[src/design/byte_demux_pkg.sv]
package byte_demux_pkg;
    // ----------------------------------------
    // widths and reset values
    // ----------------------------------------
    localparam int data_width = 8;
    localparam int cmd_width = 4;
    localparam int bytes_per_word = 4;
    localparam int fifo_depth = 4;
    localparam logic [7:0] data_reset = 8'h00;
    localparam logic [3:0] cmd_reset = 4'h0;
    localparam logic [3:0] zero_command = 4'h0;
endpackage : byte_demux_pkg

[src/design/byte_to_word_demux.sv]
// Behaviour
// RULE_01 - bytes gathered in arrival order, delivered four at a time together as one 32-bit word
// RULE_02 - works for blocks of any length, four bytes to 64K, between syncs
// RULE_03 - one-hot sequencer advances per byte; each stage loads one capture slot
// RULE_04 - marker leaving stage four raises flush pending; next edge transfers all
// RULE_05 - sequencer advances on data strobe or command strobe
// RULE_06 - receiver pulses command strobe with zero command lines on sync
// RULE_07 - command strobe with zero command lines is sync; asserts stage clear
// RULE_08 - stage clear registered into sync seen, which raises flush pending
// RULE_09 - sync flush fires next edge unless stage four already fired
// RULE_10 - sync transfers only partial groups; full groups transfer by stage four
// RULE_11 - repeated syncs hold sequencer in reset, outputs unchanged
// RULE_12 - sender gives a sync before each block for stage-one alignment
// RULE_13 - transmitter inserts sync in every idle byte period
// RULE_14 - stage clear acts before the sequencer can load a capture slot
// RULE_15 - 4-bit command capture and output per byte on same clocks
// RULE_16 - data strobe level kept per byte: high data, low command
// RULE_17 - violation flag kept per byte as error indication
// RULE_18 - non-sync command keeps last data value; data byte keeps last command
// RULE_19 - bytes per word is a parameter
// RULE_20 - reset clears sequencer, flush and sync state, zeroes out_r, word_valid, overflow; word fields come from uncleared FIFO memory
`timescale 1ns/1ps

module word_fifo #(
    parameter int width = 8,
    parameter int depth = 4
) (
    input wire logic core_clk,
    input wire logic rst,
    input wire logic [width-1:0] in_data,
    input wire logic in_valid,
    output logic in_ready,
    output logic [width-1:0] out_data,
    output logic out_valid,
    input wire logic out_ready
);
    localparam int aw = $clog2(depth);
    logic [width-1:0] mem_r [depth];
    logic [width-1:0] mem_nxt [depth];
    logic [aw-1:0] rd_r, rd_nxt, wr_r, wr_nxt;
    logic [aw:0] cnt_r, cnt_nxt;
    logic push, pop;

    assign in_ready = cnt_r != (aw+1)'(depth);
    assign out_valid = cnt_r != '0;
    assign out_data = mem_r[rd_r];

    always_comb
    begin
        push = in_valid && in_ready;
        pop = out_valid && out_ready;
        mem_nxt = mem_r;
        wr_nxt = wr_r;
        rd_nxt = rd_r;
        if (push)
        begin
            mem_nxt[wr_r] = in_data;
            wr_nxt = (wr_r == aw'(depth - 1)) ? '0 : wr_r + 1'b1;
        end
        if (pop)
        begin
            rd_nxt = (rd_r == aw'(depth - 1)) ? '0 : rd_r + 1'b1;
        end
        cnt_nxt = cnt_r + (aw+1)'(push) - (aw+1)'(pop);
    end

    always_ff @(posedge core_clk)
    begin
        mem_r <= mem_nxt;
        if (rst)
        begin
            rd_r <= '0;
            wr_r <= '0;
            cnt_r <= '0;
        end
        else
        begin
            rd_r <= rd_nxt;
            wr_r <= wr_nxt;
            cnt_r <= cnt_nxt;
        end
    end
endmodule : word_fifo

module capture_slot #(
    parameter int width = 8
) (
    input wire logic core_clk,
    input wire logic rst,
    input wire logic load,
    input wire logic [width-1:0] in_data,
    output logic [width-1:0] out_data
);
    logic [width-1:0] slot_r, slot_nxt;

    always_comb
    begin
        slot_nxt = slot_r;
        if (load)
            slot_nxt = in_data;
    end

    always_ff @(posedge core_clk)
    begin
        if (rst)
            slot_r <= '0;
        else
            slot_r <= slot_nxt;
    end

    assign out_data = slot_r;
endmodule : capture_slot

module byte_to_word_demux #(
    parameter int num_bytes = byte_demux_pkg::bytes_per_word,
    parameter int dw = byte_demux_pkg::data_width,
    parameter int cw = byte_demux_pkg::cmd_width
) (
    input wire logic core_clk,
    input wire logic rst,
    input wire logic data_byte_strobe,
    input wire logic command_byte_strobe,
    input wire logic [dw-1:0] rx_data,
    input wire logic [cw-1:0] rx_command,
    input wire logic code_violation_flag,
    output logic word_output_clock,
    output logic [num_bytes*dw-1:0] word_data,
    output logic [num_bytes*cw-1:0] word_command,
    output logic [num_bytes-1:0] word_is_data,
    output logic [num_bytes-1:0] word_error,
    output logic word_valid,
    input wire logic word_ready,
    output logic overflow
);
    localparam int lw = dw + cw + 2;
    localparam int ww = num_bytes * lw;

    // ----------------------------------------
    // input synchronisers
    // ----------------------------------------
    logic ds_s1_r, ds_r, cs_s1_r, cs_r, vf_s1_r, vf_r;
    logic [dw-1:0] d_s1_r, d_r;
    logic [cw-1:0] c_s1_r, c_r;
    logic strobe_prev_r;

    always_ff @(posedge core_clk)
    begin
        ds_s1_r <= data_byte_strobe;
        ds_r <= ds_s1_r;
        cs_s1_r <= command_byte_strobe;
        cs_r <= cs_s1_r;
        vf_s1_r <= code_violation_flag;
        vf_r <= vf_s1_r;
        d_s1_r <= rx_data;
        d_r <= d_s1_r;
        c_s1_r <= rx_command;
        c_r <= c_s1_r;
    end

    // ----------------------------------------
    // sequencer and capture
    // ----------------------------------------
    logic sequencer_clock, zero_command_detect, stage_clear, byte_edge;
    logic [num_bytes-1:0] stage_r, stage_nxt, stage_capture_clock;
    logic fourth_stage_clock;
    logic [lw-1:0] cap_in;
    logic [lw-1:0] cap_q [num_bytes];
    logic sync_seen_r, sync_seen_nxt, partial_r, partial_nxt;
    logic flush_pending_r, flush_pending_nxt;
    logic woc_r, woc_nxt;
    logic [ww-1:0] out_r, out_nxt;
    logic strobe_prev_nxt;
    logic fifo_in_ready, fifo_push;

    always_comb
    begin
        // RULE_05 strobe or
        sequencer_clock = ds_r | cs_r;
        byte_edge = sequencer_clock & ~strobe_prev_r;
        strobe_prev_nxt = sequencer_clock;
        // RULE_07 sync detect
        zero_command_detect = c_r == byte_demux_pkg::zero_command;
        stage_clear = cs_r & zero_command_detect;
        // RULE_14 clear before capture
        stage_capture_clock = (byte_edge && !stage_clear) ? stage_r : '0;
        fourth_stage_clock = stage_capture_clock[num_bytes-1];
        // RULE_03 one-hot advance
        stage_nxt = stage_r;
        if (stage_clear)
            stage_nxt = {{(num_bytes-1){1'b0}}, 1'b1};
        else if (byte_edge)
            stage_nxt = {stage_r[num_bytes-2:0], stage_r[num_bytes-1]};
    end

    // RULE_20 back to stage one
    always_ff @(posedge core_clk)
    begin
        if (rst)
        begin
            strobe_prev_r <= 1'b0;
            stage_r <= {{(num_bytes-1){1'b0}}, 1'b1};
        end
        else
        begin
            strobe_prev_r <= strobe_prev_nxt;
            stage_r <= stage_nxt;
        end
    end

    // ----------------------------------------
    // capture column
    // ----------------------------------------
    // RULE_15 command capture; RULE_16 type bit; RULE_17 error bit
    // RULE_18 fields keep last receiver values via shared pins
    assign cap_in = {vf_r, ds_r, c_r, d_r};

    for (genvar g = 0; g < num_bytes; g = g + 1)
    begin : g_slot
        capture_slot #(.width(lw)) u_slot (
            .core_clk(core_clk),
            .rst(rst),
            .load(stage_capture_clock[g]),
            .in_data(cap_in),
            .out_data(cap_q[g])
        );
    end

    // ----------------------------------------
    // flush control and output column
    // ----------------------------------------
    always_comb
    begin
        // RULE_08 sync seen
        sync_seen_nxt = stage_clear & byte_edge;
        // open group remembered, sampled from stage_r before the clear resets the stages
        partial_nxt = !stage_r[0];
        // RULE_04 RULE_10 flush sources; partial group only for sync
        flush_pending_nxt = fourth_stage_clock |
            (sync_seen_r && partial_r && !woc_r);
        // RULE_09 RULE_11 output clock, held high while the flushing sync's stage clear lasts
        woc_nxt = flush_pending_r | (woc_r & stage_clear);
        // RULE_01 all bytes transfer at once
        out_nxt = out_r;
        fifo_push = flush_pending_r && !woc_r;
        if (fifo_push)
            for (int i = 0; i < num_bytes; i++)
                out_nxt[i*lw +: lw] = cap_q[i];
    end

    always_ff @(posedge core_clk)
    begin
        if (rst)
        begin
            // RULE_20 reset state
            sync_seen_r <= 1'b0;
            partial_r <= 1'b0;
            flush_pending_r <= 1'b0;
            woc_r <= 1'b0;
            out_r <= '0;
        end
        else
        begin
            sync_seen_r <= sync_seen_nxt;
            partial_r <= partial_nxt;
            flush_pending_r <= flush_pending_nxt;
            woc_r <= woc_nxt;
            out_r <= out_nxt;
        end
    end

    // ----------------------------------------
    // output fifo
    // ----------------------------------------
    logic [ww-1:0] fifo_out;
    logic overflow_r, overflow_nxt;

    // RULE_02 stream of any length, no counter limit
    word_fifo #(.width(ww), .depth(byte_demux_pkg::fifo_depth)) u_fifo (
        .core_clk(core_clk),
        .rst(rst),
        .in_data(out_nxt),
        .in_valid(fifo_push),
        .in_ready(fifo_in_ready),
        .out_data(fifo_out),
        .out_valid(word_valid),
        .out_ready(word_ready)
    );

    always_comb
    begin
        overflow_nxt = overflow_r | (fifo_push & ~fifo_in_ready);
        // RULE_19 column width follows parameter
        for (int i = 0; i < num_bytes; i++)
        begin
            word_data[i*dw +: dw] = fifo_out[i*lw +: dw];
            word_command[i*cw +: cw] = fifo_out[i*lw+dw +: cw];
            word_is_data[i] = fifo_out[i*lw+dw+cw];
            word_error[i] = fifo_out[i*lw+dw+cw+1];
        end
    end

    always_ff @(posedge core_clk)
    begin
        if (rst)
            overflow_r <= 1'b0;
        else
            overflow_r <= overflow_nxt;
    end

    assign word_output_clock = woc_r;
    assign overflow = overflow_r;
endmodule : byte_to_word_demux

[config.mk]
export PLATFORM = sky130hd
export DESIGN_NAME = byte_to_word_demux
export DESIGN_NICKNAME = d
export VERILOG_FILES = /design/src/design/byte_demux_pkg.sv /design/src/design/byte_to_word_demux.sv
export SDC_FILE = /design/constraint.sdc
export NUM_CORES = 1
export LEC_CHECK = 0
export BUFFER_PORTS_ARGS = -buffer_cell sky130_fd_sc_hd__buf_2
export CAP_MARGIN = 40
export CORE_ASPECT_RATIO = 1.25
export CORE_MARGIN = 2
export CORE_UTILIZATION = 60
export CTS_CLUSTER_DIAMETER = 120
export DETAILED_ROUTE_END_ITERATION = 16
export PLACE_DENSITY = 0.79
export REMOVE_ABC_BUFFERS = 1
export SKIP_LAST_GASP = 1
export SLEW_MARGIN = 10
export SYNTH_ARGS = -nofsm -noshare
export SYNTH_HDL_FRONTEND = slang
export SYNTH_HIERARCHICAL = 1
export SYNTH_SLANG_ARGS = --single-unit
export TNS_END_PERCENT = 20
[constraint.sdc]
create_clock -name core_clk -period 6.1 [get_ports core_clk]
set_clock_uncertainty 0.05 [all_clocks]
set_input_delay 0.915 -clock core_clk [delete_from_list [all_inputs] [get_ports core_clk]]
set_output_delay 0.915 -clock core_clk [all_outputs]
set_load 0.01 [all_outputs]
* Yosys cells after proc, flatten, opt, wreduce, memory -nomap -nowiden *
Cells that the tools add are included.

word-level totals
  output and inout port bits = 59
  word-level logic and storage cells = 75
  bits of input ports = 18
  bits in registers = 383

operators by class
  eq/ne operators = 3
  order comparisons = 3
  bitwise gates (word level) = 13
  multiplexer cells = 10
  reductions and logical operators = 13
  add/sub/neg operators = 4

operators with widths
  operator                                                                      number
  224-bit bitwise mux                                                           1
  56-bit two-way mux                                                            4
  56-bit binary-select mux with 2-bit select                                    1
  56-bit demux with 2-bit select                                                1
  1-bit logical AND                                                             7
  3-bit greater-or-equal comparator, second input constant                      2
  2-bit inverter with 3-bit output                                              2
  1-bit bitwise AND                                                             5
  2-bit by 1-bit adder with 2-bit output, second input constant                 2
  2-bit equality test, second input constant                                    2
  4-bit logical NOT                                                             1
  2-bit two-way mux                                                             2
  4-bit two-way mux                                                             1
  1-bit OR                                                                      4
  3-bit by 1-bit adder with 3-bit output                                        1
  1-bit logical NOT                                                             3
  3-bit by 1-bit less-than comparator with 1-bit output, second input constant  1
  3-bit != test, second input constant                                          1
  3-bit nonzero test                                                            1
  3-bit by 1-bit subtractor with 3-bit output                                   1
  1-bit inverter                                                                2
  2-bit OR reduction                                                            1

* Longest topological paths before layout *
  depth after elaboration = 6
  mapped depth = 13
  mapped depth without buffers = 11

* Modules after synthesis *
The synthesis kept the hierarchy.

modules (own cells, without submodules)
  module              area each (µm²)  cells an instance  times used
  word_fifo           8533.2           340                1
  byte_to_word_demux  3286.9           253                1
  capture_slot        508.0            45                 4

* Worst setup path before layout *
OpenSTA, ideal clock, no wires.

  path kind = input to register
  start = in word_ready
  end = reg u_fifo.cnt_r[2]
  library setup time = 0.078 ns
  path buffers = 0
  cell stages on the path = 10
  arrival = 2.434 ns
  data required time = 5.972 ns
  setup slack = 3.539 ns
  cell sequence = o31ai_1 -> inv_1 -> ha_1 -> inv_1 -> ha_1 -> inv_1 -> fa_1 -> xor2_1 -> and2_2 -> nor3_1

on the way
  word-level cells in the longest chain between the ends = 2

RTL lines
  item                                         line                       source
  start: declaration                           byte_to_word_demux.sv:132  input wire logic word_ready,
  1-bit logical AND                            byte_to_word_demux.sv:51   pop = out_valid && out_ready;
  via u_fifo.pop                               byte_to_word_demux.sv:42   logic push, pop;
  3-bit by 1-bit subtractor with 3-bit output  byte_to_word_demux.sv:64   cnt_nxt = cnt_r + (aw+1)'(push) - (aw+1)'(pop);
  end signal: assignment                       byte_to_word_demux.sv:80   cnt_r <= cnt_nxt;
  end: declaration                             byte_to_word_demux.sv:41   logic [aw:0] cnt_r, cnt_nxt;

The timed path passes the listed nets, and every way through them passes these cells.
A chain may end at the register's enable or synchronous reset.

* Worst setup path in the final report *
  start = reg u_fifo.rd_r[0]
  end = out word_command[8]

on the way
  word-level cells in the longest chain between the ends = 4

RTL lines
  item                                                    line                       source
  start: declaration                                      byte_to_word_demux.sv:40   logic [aw-1:0] rd_r, rd_nxt, wr_r, wr_nxt;
  start signal: assignment                                byte_to_word_demux.sv:78   rd_r <= rd_nxt;
  2-bit inverter with 3-bit output (not written as such)  byte_to_word_demux.sv:46   assign out_data = mem_r[rd_r];
  56-bit binary-select mux with 2-bit select              byte_to_word_demux.sv:46
  56-bit two-way mux (not written as such) (2 in series)  byte_to_word_demux.sv:46
  end: declaration                                        byte_to_word_demux.sv:128  output logic [num_bytes*cw-1:0] word_command,

No other way between the ends. The select of a mux whose other input is x is not followed.

==> results_dict.tcl <==
set metrics [dict create \
    final_antenna_net_count 0 \
    crit_path_end_kind "primary output" \
    clock_sinks 383 \
    finalSetupViolations 0 \
    finalHoldViolations 0 \
    crit_path_cell_trace "buf_4, mux4_2, buf_2" \
    startpoint_type "register" \
    dieArea_um2 24330 \
    ys_types 42 \
    grt_pass1_vias 7170 \
    cts-root-buf "clkbuf_16" \
    worstPathRequired_ps 5130 \
    cts_tree "done" \
    rrSetupSlack_ps 3490 \
    vias 6666 \
    fmax_mhz 271.8 \
    slew_viol_final 0 \
    rsz0062_at_grt "no" \
    nets 885 \
    synthesis.area_um2 13850 \
    hold_ws_ps 271.9 \
    timing.final.crit_share_pct 60.32 \
    post_cts_buffers 0 \
    grt_pass1_wl_um 39030 \
    die_height_um 173.9 \
    async_flop_share_pct 0 \
    track_usage_pct 20.67 \
    fin_tns_setup_ps 0 \
    syn_to_final_growth_pct 12.50 \
    synth_warnings 6 \
    clkSlewWorstSetupHoldPaths_ps 60 \
    crit_slowest_cell "dfxtp_4" \
    drc 0 \
    ir_drop_uv 257.1 \
    synthFlopType "edfxtp_1" \
    rows 62 \
    ctsHoldBuffers 0 \
    layout_setup_ws_ps 2420 \
    drt_iter0_drc 539 \
    clockBufferDepth 3 \
    antenna_found_initial 0 \
    worstHoldEndpoint "d_r[6]$_DFF_P_" \
    pre_cts_slack_ps 2854 \
    routedWlPerCell_um 21.17 \
    r2r_cells 10 \
    p_leak_uw 0.005389 \
    io_pins 77 \
    clk_latency_ps 500 \
    hp-class "reg2reg" \
    maxCapViolCount 0 \
    r2r-start "u_fifo/cnt_r[1]$_SDFF_PP0_" \
    cts_buffers 36 \
    synthCells 773 \
    power_density_nw_per_um2 355.9 \
    htree_levels 2 \
    drtPass1Iterations 5 \
    worstPathArrival_ps 2710 \
    portBuffers 76 \
    max-slew-margin-rel_pct 45.10 \
    cts_resized 0 \
    viasPerCell 5.683 \
    r2r-end "u_fifo/cnt_r[2]$_SDFF_PP0_" \
    layout_common_cells "224 x edfxtp_1, 157 x dfxtp_1, 75 x buf_2, 64 x nor2_1, 61 x mux2i_1" \
    grt_overflow 0 \
    antenna_cells 0 \
    start_util_pct 60.74 \
    yosysSeqAreaShare_pct 71.54 \
    critical_path_class "reg2out" \
    drive_above_1_share_pct 29.38 \
    hold_start "d_s1_r[6]$_DFF_P_" \
    hpwl_um 14500 \
    final_common_cell "edfxtp_1" \
    avgSynthCellArea_um2 17.92 \
    max_stage_delay_ps 890 \
    crit_fanout 40 \
    grt_start_max_net_pins 84 \
    dieWidth_um 139.9 \
    period_minus_slack_ps 3680 \
    fillers 1454 \
    tightest_slew_ps 823.6 \
    status "finished clean" \
    finalWeightedCongestion 0.7675 \
    worstHoldPathCells 0 \
    wl_um 24830 \
    synth_edf_count 224 \
    synth-seq-cells 383 \
    core_um2 22810 \
]
-- through the flow --
step / std cells / utilization, % / cell area [µm²] / total power [µW]
after floorplan: 733 / - / 13520 / 3240
after global placement: 1105 / 62.83 / 14330 / 3414
after detailed placement: 1109 / 63.26 / 14430 / 3439
after CTS: 1173 / 68.33 / 15580 / 5588
after global routing: 1173 / 68.33 / 15580 / 5734
final: 1173 / 68.33 / 15580 / 5546
-- layout make-up --
type / instances / area (µm²) / share of cell area (%)
Inverter: 7 / 26.28 / 0.1686
Clock buffer: 56 / 1037 / 6.656
Multi-Input combinational cell: 343 / 3586 / 23.01
Tap cell: 288 / 360.3 / 2.312
Timing Repair Buffer: 88 / 540.5 / 3.468
Sequential cell: 383 / 9915 / 63.62
Clock inverter: 8 / 118.9 / 0.7627
-- power breakdown --
part | leakage, µW | total [µW] | internal (µW) | switching [µW]
logic | 0.00167 | 531 | 292 | 239
registers | 0.00317 | 2840 | 2750 | 93.5
clock network | 0.000555 | 2170 | 1300 | 874
-- worst max-delay path: cells and delay by family, from the launching register on --
family   cells  cell delay, ps
mux          1             610
buf+inv      2             690
flops        1             890
-- how the worst max path moves through the flow --
stage	startpoint	to	depth (start not counted)
2_1_floorplan	u_fifo/rd_r[0]$_SDFFE_PP0P_	word_command[0]	1
3_3_place_gp	u_fifo/rd_r[0]$_SDFFE_PP0P_	word_command[8]	3
3_5_place_dp	u_fifo/rd_r[0]$_SDFFE_PP0P_	word_command[8]	3
4_1_cts	u_fifo/rd_r[0]$_SDFFE_PP0P_	word_command[8]	3
5_1_grt	u_fifo/rd_r[0]$_SDFFE_PP0P_	word_command[8]	3
6_report	u_fifo/rd_r[0]$_SDFFE_PP0P_	word_command[8]	3
-- cells in the mapped netlist (2+ instances only) --
cell,number,share of area [%]
a21oi_1,2,0.072
buf_12,4,0.58
mux4_2,56,9.1
ha_1,7,0.63
nand2b_1,2,0.090
nor2b_1,57,2.6
and3_1,3,0.14
clkbuf_1,13,0.35
nand2_1,6,0.16
edfxtp_1,224,49
buf_4,3,0.16
buf_8,2,0.22
buf_2,6,0.22
and3_2,4,0.22
nor2_1,65,1.8
mux2_4,29,3.1
buf_6,10,0.81
mux2_2,27,2.2
or3_1,2,0.090
mux2i_1,61,4.4
inv_1,7,0.19
dfxtp_1,159,23
nor3_1,5,0.18
-- cells by family after synthesis --
family          after synthesis  synth area share (%)
flops                       383                 71.54
buf+inv                      47                 2.592
xor+xnor                      1               0.06324
simple gates                152                 5.691
compound gates                9                0.4879
mux                         173                 18.85
fa+ha+maj                     8                0.7768
-- state kept, by name, indices dropped and copies added (netlist names) --
| signal | cells |
|---|---|
| cs_s1_r | 1 |
| u_fifo/rd_r | 2 |
| vf_s1_r | 1 |
| strobe_prev_r | 1 |
| partial_r | 1 |
| stage_r | 4 |
| flush_pending_r | 1 |
| u_fifo/cnt_r | 3 |
| c_s1_r | 4 |
| d_s1_r | 8 |
| u_fifo/wr_r | 2 |
| out_r | 56 |
| sync_seen_r | 1 |
| word_output_clock | 1 |
| g_slot.u_slot/out_data | 56 |
| vf_r | 1 |
| d_r | 8 |
| u_fifo/mem_r | 224 |
| ds_r | 1 |
| cs_r | 1 |
| ds_s1_r | 1 |
| overflow | 1 |
| c_r | 4 |
-- layer usage --
layer	wire length, µm	global-route usage [%]	up-vias
li1	-	-	3040
met1	10050	25.76	3412
met2	13170	37.05	171
met4	562	6.792	0
met5	0	0	-
met3	1042	3.232	43
No activity file was read; power rests on OpenSTA's default activity.
